**src/rtl/swb_consts.svh**
```systemverilog
// Function
// - Compute f minus W minus borrow, set flags
// - Destination bit picks W or register
// - Bank bit picks access bank or bank pointer
// - Extended set, low operand with bank bit clear uses indexed offset
`ifndef SWB_CONSTS_SVH
`define SWB_CONSTS_SVH
`define SWB_OPCODE        6'h16
`define SWB_OPC_HI        15
`define SWB_OPC_LO        10
`define SWB_DEST_BIT      9
`define SWB_BANK_BIT      8
`define SWB_INDEX_LIMIT   8'h5F
`define SWB_ACCESS_SPLIT  8'h60
`define SWB_SFR_BANK      4'hF
`define SWB_W_RESET       8'h00
`define SWB_STATUS_RESET  5'h00
`define SWB_ADDR_RESET    12'h000
`endif

```
**src/rtl/swb_pkg.sv**
```systemverilog
package swb_pkg;
    // Flag group in status order: negative, range, zero, half, carry
    typedef struct packed {
        logic negative;
        logic signed_range_flag;
        logic zero;
        logic half_carry_flag;
        logic carry;
    } swb_flags_t;

    // One data-memory write request
    typedef struct packed {
        logic        write;
        logic [11:0] addr;
        logic [7:0]  data;
    } swb_mem_wr_t;

    typedef enum logic [1:0] {
        SWB_MODE_ACCESS  = 2'b00,
        SWB_MODE_BANKED  = 2'b01,
        SWB_MODE_INDEXED = 2'b10
    } swb_addr_mode_t;
endpackage

```
**src/rtl/swb_core.sv**
```systemverilog
`timescale 1ns/100ps
`include "swb_consts.svh"
module swb_core
    import swb_pkg::*;
(
    input  wire logic        clock,
    input  wire logic        sys_rst,
    input  wire logic        instr_valid,
    input  wire logic [15:0] instr_word,
    input  wire logic        ext_set_enable,
    input  wire logic [3:0]  bank_pointer_register,
    input  wire logic [11:0] index_base,
    input  wire logic [7:0]  mem_rdata,
    input  wire logic [7:0]  w_load_data,
    input  wire logic        w_load,
    input  wire swb_flags_t  flags_load_data,
    input  wire logic        flags_load,
    output logic [11:0]      mem_raddr,
    output swb_mem_wr_t      mem_wr,
    output logic [7:0]       work_reg,
    output swb_flags_t       status,
    output logic             instr_done,
    output logic             instr_illegal,
    output swb_addr_mode_t   addr_mode
);
    // Instruction fields, sliced once so every user sees the same bits
    logic [5:0]  opc_field;
    logic        dest_reg;
    logic        bank_sel;
    logic [7:0]  reg_field;

    assign opc_field = instr_word[`SWB_OPC_HI:`SWB_OPC_LO];
    assign dest_reg  = instr_word[`SWB_DEST_BIT];
    assign bank_sel  = instr_word[`SWB_BANK_BIT];
    assign reg_field = instr_word[7:0];

    // Opcode match; any other valid word is flagged, never executed
    logic        opc_match;
    logic        is_sub_op;
    logic        is_foreign;

    assign opc_match  = (opc_field == `SWB_OPCODE);
    assign is_sub_op  = instr_valid && opc_match;
    assign is_foreign = instr_valid && !opc_match;

    // Destination split; dest bit clear writes W, dest bit set writes the register
    logic        to_reg;
    logic        to_work;

    assign to_reg  = is_sub_op && dest_reg;
    assign to_work = is_sub_op && !dest_reg;

    // Addressing mode qualifiers
    logic        low_operand;
    logic        use_index;
    logic        use_bank;
    logic        access_low;

    assign low_operand = (reg_field <= `SWB_INDEX_LIMIT);
    assign use_index   = ext_set_enable && !bank_sel
                         && low_operand;
    assign use_bank    = bank_sel;
    assign access_low  = (reg_field < `SWB_ACCESS_SPLIT);

    // Candidate addresses, one per mode
    // The indexed sum wraps at 12 bits; software keeps the base in range
    logic [11:0] index_addr;
    logic [11:0] bank_addr;
    logic [11:0] access_addr;

    assign index_addr  = 12'(index_base + {4'h0, reg_field});
    assign bank_addr   = {bank_pointer_register, reg_field};
    assign access_addr = access_low ? {4'h0, reg_field}
                                    : {`SWB_SFR_BANK, reg_field};

    // Mode code and final address; indexed mode overrides the access bank
    swb_addr_mode_t next_mode;
    logic [11:0]    next_addr;

    assign next_mode = use_index ? SWB_MODE_INDEXED
                     : use_bank  ? SWB_MODE_BANKED
                     : SWB_MODE_ACCESS;
    assign next_addr = use_index ? index_addr
                     : use_bank  ? bank_addr
                     : access_addr;

    // The read address stays combinational: the operand must return
    // within the issue cycle, or the op could not finish in one cycle
    assign mem_raddr = next_addr;

    // Arithmetic on the fetched operand with the current carry
    logic [7:0] diff;
    swb_flags_t new_flags;

    swb_subtract swb_subtract_inst (
        .minuend    (mem_rdata),
        .subtrahend (work_reg),
        .carry_in   (status.carry),
        .difference (diff),
        .flags      (new_flags)
    );

    // Next working register: a W-destination op beats an external load,
    // so a same-cycle load is lost rather than corrupting the result
    logic [7:0] next_work;

    assign next_work = to_work ? diff
                     : w_load  ? w_load_data
                     : work_reg;

    // Next status: every executed op rewrites all five flags
    swb_flags_t next_status;

    assign next_status = is_sub_op  ? new_flags
                       : flags_load ? flags_load_data
                       : status;

    // Next write request; idle fields held at zero for easy tracing
    swb_mem_wr_t next_wr;

    assign next_wr.write = to_reg;
    assign next_wr.addr  = is_sub_op ? next_addr : `SWB_ADDR_RESET;
    assign next_wr.data  = is_sub_op ? diff : 8'h00;

    // Completion and refusal pulses
    logic next_done;
    logic next_illegal;

    assign next_done    = is_sub_op;
    assign next_illegal = is_foreign;

    // Mode of the last executed op, back to access when idle
    swb_addr_mode_t next_mode_out;

    assign next_mode_out = is_sub_op ? next_mode : SWB_MODE_ACCESS;

    // Working register
    always_ff @(posedge clock) begin
        if (sys_rst) begin
            work_reg <= `SWB_W_RESET;
        end else begin
            work_reg <= next_work;
        end
    end

    // Status flags
    always_ff @(posedge clock) begin
        if (sys_rst) begin
            status <= `SWB_STATUS_RESET;
        end else begin
            status <= next_status;
        end
    end

    // Write-back request, a one-cycle pulse
    always_ff @(posedge clock) begin
        if (sys_rst) begin
            mem_wr <= '0;
        end else begin
            mem_wr <= next_wr;
        end
    end

    // Completion pulse
    always_ff @(posedge clock) begin
        if (sys_rst) begin
            instr_done <= 1'b0;
        end else begin
            instr_done <= next_done;
        end
    end

    // Refusal pulse
    always_ff @(posedge clock) begin
        if (sys_rst) begin
            instr_illegal <= 1'b0;
        end else begin
            instr_illegal <= next_illegal;
        end
    end

    // Addressing mode report
    always_ff @(posedge clock) begin
        if (sys_rst) begin
            addr_mode <= SWB_MODE_ACCESS;
        end else begin
            addr_mode <= next_mode_out;
        end
    end

endmodule // swb_core

```
**src/rtl/swb_subtract.sv**
```systemverilog
`timescale 1ns/100ps
`include "swb_consts.svh"
module swb_subtract
    import swb_pkg::*;
(
    input  wire logic [7:0] minuend,
    input  wire logic [7:0] subtrahend,
    input  wire logic       carry_in,
    output logic      [7:0] difference,
    output swb_flags_t      flags
);
    // Subtract as f + ~W + C; carry out is the inverted borrow
    logic [8:0] full_sum;
    logic [4:0] low_sum;
    assign full_sum   = {1'b0, minuend} + {1'b0, ~subtrahend}
                        + {8'h00, carry_in};
    assign low_sum    = {1'b0, minuend[3:0]} + {1'b0, ~subtrahend[3:0]}
                        + {4'h0, carry_in};
    assign difference = full_sum[7:0];

    // Flags derived from the sum
    assign flags.carry             = full_sum[8];
    assign flags.half_carry_flag   = low_sum[4];
    assign flags.negative          = full_sum[7];
    assign flags.zero              = (full_sum[7:0] == 8'h00);
    assign flags.signed_range_flag = (minuend[7] != subtrahend[7])
                                     && (full_sum[7] != minuend[7]);
endmodule // swb_subtract

```
**config.mk**
```make
export PLATFORM = sky130hd
export DESIGN_NAME = swb_core
export DESIGN_NICKNAME = d
export VERILOG_FILES = /design/src/rtl/swb_pkg.sv /design/src/rtl/swb_core.sv /design/src/rtl/swb_subtract.sv
export VERILOG_INCLUDE_DIRS = /design/src /design/src/rtl
export SDC_FILE = /design/constraint.sdc
export NUM_CORES = 1
export LEC_CHECK = 0
export BUFFER_PORTS_ARGS = -buffer_cell sky130_fd_sc_hd__buf_2
export CAP_MARGIN = 20
export CORE_AREA = 2 2 72 74
export DETAILED_ROUTE_END_ITERATION = 6
export DIE_AREA = 0 0 74 76
export PLACE_DENSITY_LB_ADDON = 0.2
export RECOVER_POWER = 50
export SLEW_MARGIN = 20
export SYNTH_ARGS = -nofsm -noshare
export SYNTH_HDL_FRONTEND = slang
export SYNTH_SLANG_ARGS = --single-unit
export TNS_END_PERCENT = 100
```
**constraint.sdc**
```tcl
create_clock -name clock -period 3 [get_ports clock]
set_input_delay 0.15 -clock clock [delete_from_list [all_inputs] [get_ports clock]]
set_output_delay 0.15 -clock clock [all_outputs]
set_load 0.01 [all_outputs]
```
# Word level (Yosys, flattened, before mapping)
# Cells that the tools add are included.
[word_totals] ff_bits=38 output_inout_bits=50
[classes] muxes=9 n_addsub=5 bitwise=3 n_lt_le_gt_ge=2 n_eq_ne=3 n_reduce_logical=15
[op_table] operator="$mux 12" count=3
[op_table] operator="$mux 8" count=2
[op_table] operator="$add 12x8->12" count=1
[op_table] operator="$mux 5" count=2
[op_table] operator="$add 8x8->9" count=1
[op_table] operator="$add 9x1->9" count=1
[op_table] operator="$le 8x7->1 const B" count=1
[op_table] operator="$logic_not 8->1" count=1
[op_table] operator="$lt 8x7->1 const B" count=1
[op_table] operator="$not 8->8" count=1
[op_table] operator="$logic_and 1x1->1" count=7
[op_table] operator="$eq 6x5->1 const B" count=1
[op_table] operator="$add 4x4->5" count=1
[op_table] operator="$add 5x1->5" count=1
[op_table] operator="$not 4->4" count=1
[op_table] operator="$reduce_bool 2->1" count=2
[op_table] operator="$logic_not 1->1" count=3
[op_table] operator="$reduce_or 3->1" count=1
[op_table] operator="$mux 2" count=1
[op_table] operator="$ne 1x1->1" count=2
[op_table] operator="$reduce_or 2->1" count=1
[op_table] operator="$mux 1" count=1
[op_table] operator="$not 1->1" count=1

# Depth between registers and ports, before layout
[depth] word_depth=6 depth_mapped=9

# Cells and area by module
# Synthesis repeated with hierarchy kept, for this count alone.
[unflattened] hier_cells=278 hier_area_um2=2488.6
[by_module_without_submodules] module="swb_core" cells_each=218 instances=1 seq_area_each_um2=760.7 area_per_inst_um2=2043.2
[by_module_without_submodules] module="swb_subtract" cells_each=60 instances=1 seq_area_each_um2=0.0 area_per_inst_um2=445.4

# Worst setup path before layout
# OpenSTA, ideal clock, no wires.
[synth_path] path_type="reg2reg" startpoint="register work_reg[0]" endpoint="register status[2] in the netlist's numbering" path_slack_ns=0.317 n_path_buf=0 stages_incl_launch_ff=10 t_arrival_ns=2.598 synth_period_minus_slack_ns=2.683 required_time_ns=2.916 path_cell_list="dfxtp_1 > inv_1 > fa_1 > fa_1 > a211oi_1 > o21bai_1 > a21oi_1 > xnor2_1 > or4_1 > o31ai_2"
[synth_via] elab_chain_cells=5
[synth_rtl] element="from (decl)" line="swb_core.sv:20" rtl="output logic [7:0] work_reg,"
[synth_rtl] element="from (signal assigned)" line="swb_core.sv:140" rtl="work_reg <= `SWB_W_RESET;"
[synth_rtl] element="from (signal assigned)" line="swb_core.sv:142" rtl="work_reg <= next_work;"
[synth_rtl] element="$not 8->8" line="swb_subtract.sv:15" rtl="assign full_sum = {1'b0, minuend} + {1'b0, ~subtrahend}"
[synth_rtl] element="$add 8x8->9" line="swb_subtract.sv:15"
[synth_rtl] element="$add 9x1->9" line="swb_subtract.sv:16" rtl="+ {8'h00, carry_in};"
[synth_rtl] element="$logic_not 8->1" line="swb_subtract.sv:25" rtl="assign flags.zero = (full_sum[7:0] == 8'h00);"
[synth_rtl] element="$mux 5" line="swb_core.sv:114" rtl="assign next_status = is_sub_op ? new_flags"
[synth_rtl] element="to (signal assigned)" line="swb_core.sv:149" rtl="status <= `SWB_STATUS_RESET;"
[synth_rtl] element="to (signal assigned)" line="swb_core.sv:151" rtl="status <= next_status;"
[synth_rtl] element="to (decl)" line="swb_core.sv:21" rtl="output swb_flags_t status,"
# No other way between the ends.
# A chain may end at the register's enable or synchronous reset.

# Worst setup path in the final report
# Ends and elaborated chain as after synthesis.

==> metrics.md <==
| Metric | Value |
|---|---|
| Post-synth ARST share | 0% |
| #FFs+latches synth | 38 |
| Synth area leaders | dfxtp_1 (35%), ha_1 (8.6%), mux2i_1 (6.0%), a211oi_1 (5.5%), and2_1 (5.5%) |
| Hold path depth | 2 |
| Area grow syn2layout | 30.4% |
| Worst skew pair latency | 280 ps |
| Synth top cells by count | dfxtp_1 (38), nor2_1 (23), and2_1 (19) |
| Hold EP | instr_illegal |
| Nets@finish | 428 |
| WL met2 | 2630 microns |
| Worst R2R Path Depth | 9 |
| Largest net degree at the start of global routing | 21 |
| Synth top area share | 35.0% |
| Max-cap viol count | 0 |
| Crit path DAT | 2960 ps |
| Worst setup SP type | flop |
| Clock sinks | 38 |
| Post-route minimum period | 2750 ps |
| Post-route cell area | 0.00284 sq mm |
| Setup TNS | 0 ps |
| Post-Syn Nets | 322 |
| Post-synth EDFFs | 0 |
| Core area | 0.00491 sq mm |
| Achievable frequency | 363 MHz |
| DP HPWL | 4190 microns |
| Placer Congestion | 0.814 |
| Worst-path clk slew | 70 ps |
| Crit-path max FO | 3 |
| Routed Antenna Nets | 0 |
| H-Tree Depth | 2 |
| Initial antenna violation count | 0 |
| Width of the die | 74 microns |
| Vias per Instance | 4.99 |
| Seq/Total Area, Yosys | 35.0% |
| First-pass GRT wire length | 8380 microns |
| Cells after Synth | 245 |
| VDD IR max | 0.194 mV |
| Post-Synth Adder-Cell Area | 11.4% |
| Highest layer used for signal routing | met4 |
| Hold Crit Class | primary input to flop |
| Largest family of logic cells by synthesized area | compound AO/OA/AOI/OAI gates |
| Worst-margin pin slew | 621 ps |
| Tot Pwr | 1.26 mW |
| Synth Area in Simple Gates | 17.9% |
| GR Overflow Total | 0 |
| R2R Setup Slk | 250 ps |
| Fraction of layout cells with a size suffix above 1 | 23.9% |
| Filler Cells Inserted | 493 |
| Vias in the first global route | 1934 |
| Critical Path End Type | flop |
| Synth Area in Compound Gates | 18.1% |
| Antenna cells | 0 |
| Post-Route WL | 5310 microns |
| Finished Layout Cells | 421 |
| DIE HEIGHT | 76 microns |
| Routed wl met3 | 279 microns |
| Worst r2r src | work_reg[0] |
| Synth warn | 0 |
| WP data required | 3210 ps |
| Mux share of post-synthesis cell area | 8.05% |
| Io pins | 109 |
| Clock Skews | 2.06 ps |
| Synth Area per Inst | 8.88 sq um |
| Outcome | completed |
| Routed WL per cell | 12.6 microns |
| Post-Synth XOR/XNOR Area | 5.23% |
| Max Slew Vio Count | 0 |
| Main flop type after synthesis | dfxtp_1 |
| Via Count | 2102 |
| CTS buffer count | 5 |
| Clk buf depth | 2 |
| Inst Count DP | 414 |
| Initial Util | 44.3% |
| P_leak | 1.26 nW |
| Largest register FFs | 21 |
| Post-DP Area | 0.00277 sq mm |
| TritonCTS clock tree | yes |
| Post-Syn Area | 0.00218 sq mm |
| Relative max-transition margin | 58.6% |
| First-pass detailed-route iteration total | 4 |
| R2R Path End | status[2] |
| Postcts setup bufs | 0 |
| Period utilization | 91.7% |
| Starting DRT DRC Count | 101 |
| Crit Path Category | flop to flop |
| Clock root buffer | clkbuf_8 |
| Buffers on Ports | 108 |
| WL met1 | 2310 microns |
| Largest area contributor in the netlist | dfxtp_1 |
| Die area | 0.00562 sq mm |
| DRC | 0 |
| Final hold violations | 0 |
| Count leader, synth | dfxtp_1 |
| Setup violators final | 0 |
| RSZ-0062 raised after global routing | false |
| Pwr per Cell Area | 444 mW/mm^2 |
| Total GRT Usage | 18.9% |
| Core Rows | 26 |
| Hold Path Origin | instr_word[14] |
| Number of distinct library cells after synthesis | 43 |
cell usage in the layout, fill, tap and decap left out, types with 2 or more instances in the layout:
cell and instances:
or4_1 2, o31ai_1 2, o21ai_0 15, o21a_1 2
o211ai_1 2, xor2_1 7, nor3_1 2, clkbuf_1 40
dfxtp_1 38, nor2_1 23, ha_1 15, nand2_1 14
nand2b_1 2, clkbuf_8 6, mux2_2 4, mux2i_1 13
a211oi_1 15, fa_1 3, a21oi_1 9, nand4_1 2
nand3_1 4, a21o_1 2, o21bai_1 3, buf_2 70
and2_1 19, inv_1 13, xnor2_1 6
worst max-delay path: stages, from the launching register on:
cell and delay (ps):
dfxtp_1 360, inv_1 70, fa_1 420, fa_1 430
a211oi_2 230, o21bai_1 100, a21oi_1 220, xnor2_1 130
or4_1 540, o31ai_2 180
kinds of logic (layout without fill, tap and decap cells):
| logic type | after synthesis | count (layout) |
|---|---|---|
| DFF | 38 | 38 |
| xor gates and xnor gates | 13 | 13 |
| muxes | 17 | 17 |
| adders and majority gates | 18 | 18 |
| and+or+nand+nor | 76 | 76 |
| AOI/OAI and AO/OA | 59 | 59 |
| buffers and inverters | 24 | 130 |
worst max-delay path by stage:
stage	startpoint	to	slack (ps)	cells after the start
global route	work_reg[0]	status[2]	40	9
global placement	work_reg[0]	status[2]	300	9
floorplan	work_reg[0]	status[2]	320	9
detailed placement	work_reg[0]	status[2]	220	9
CTS	work_reg[0]	status[2]	200	9
finish	work_reg[0]	status[2]	250	9
power breakdown:
group,switching [mW],internal [mW],leakage (nW)
combinational,0.162,0.132,0.898
clock,0.177,0.266,0.0573
sequential,0.00711,0.516,0.309
metrics by stage:
step / hold slack, ps / utilization (%) / worst slack [ps]
global placement: 361 / 56.5 / 303
global route: 59.4 / 57.7 / 42.8
floorplan: 227 / - / 317
detailed placement: 364 / 56.5 / 217
finish: 65.1 / 57.7 / 249
CTS: 57.6 / 58.8 / 201
routing by layer:
layer / GRT usage (%) / vias up
met5: 0 / -
met4: 6.55 / 0
met3: 4.50 / 8
met2: 32.8 / 69
met1: 22.3 / 945
li1: - / 1080
repair_timing:
item,in CTS,in global routing
resized for setup,0,1
setup endpoints to repair,0,1
hold buffers,0,0
layout make-up:
type / instances / area (sq um) / share of cell area (%)
multi-input cells: 183 / 1330 / 46.8
flip-flops and latches: 38 / 761 / 26.8
repair buffers: 110 / 500 / 17.6
well taps: 70 / 87.6 / 3.09
clock buffers: 6 / 82.6 / 2.91
inverters: 13 / 48.8 / 1.72
clock inverters: 1 / 30.0 / 1.06
Power figures use the tool's default switching activity.
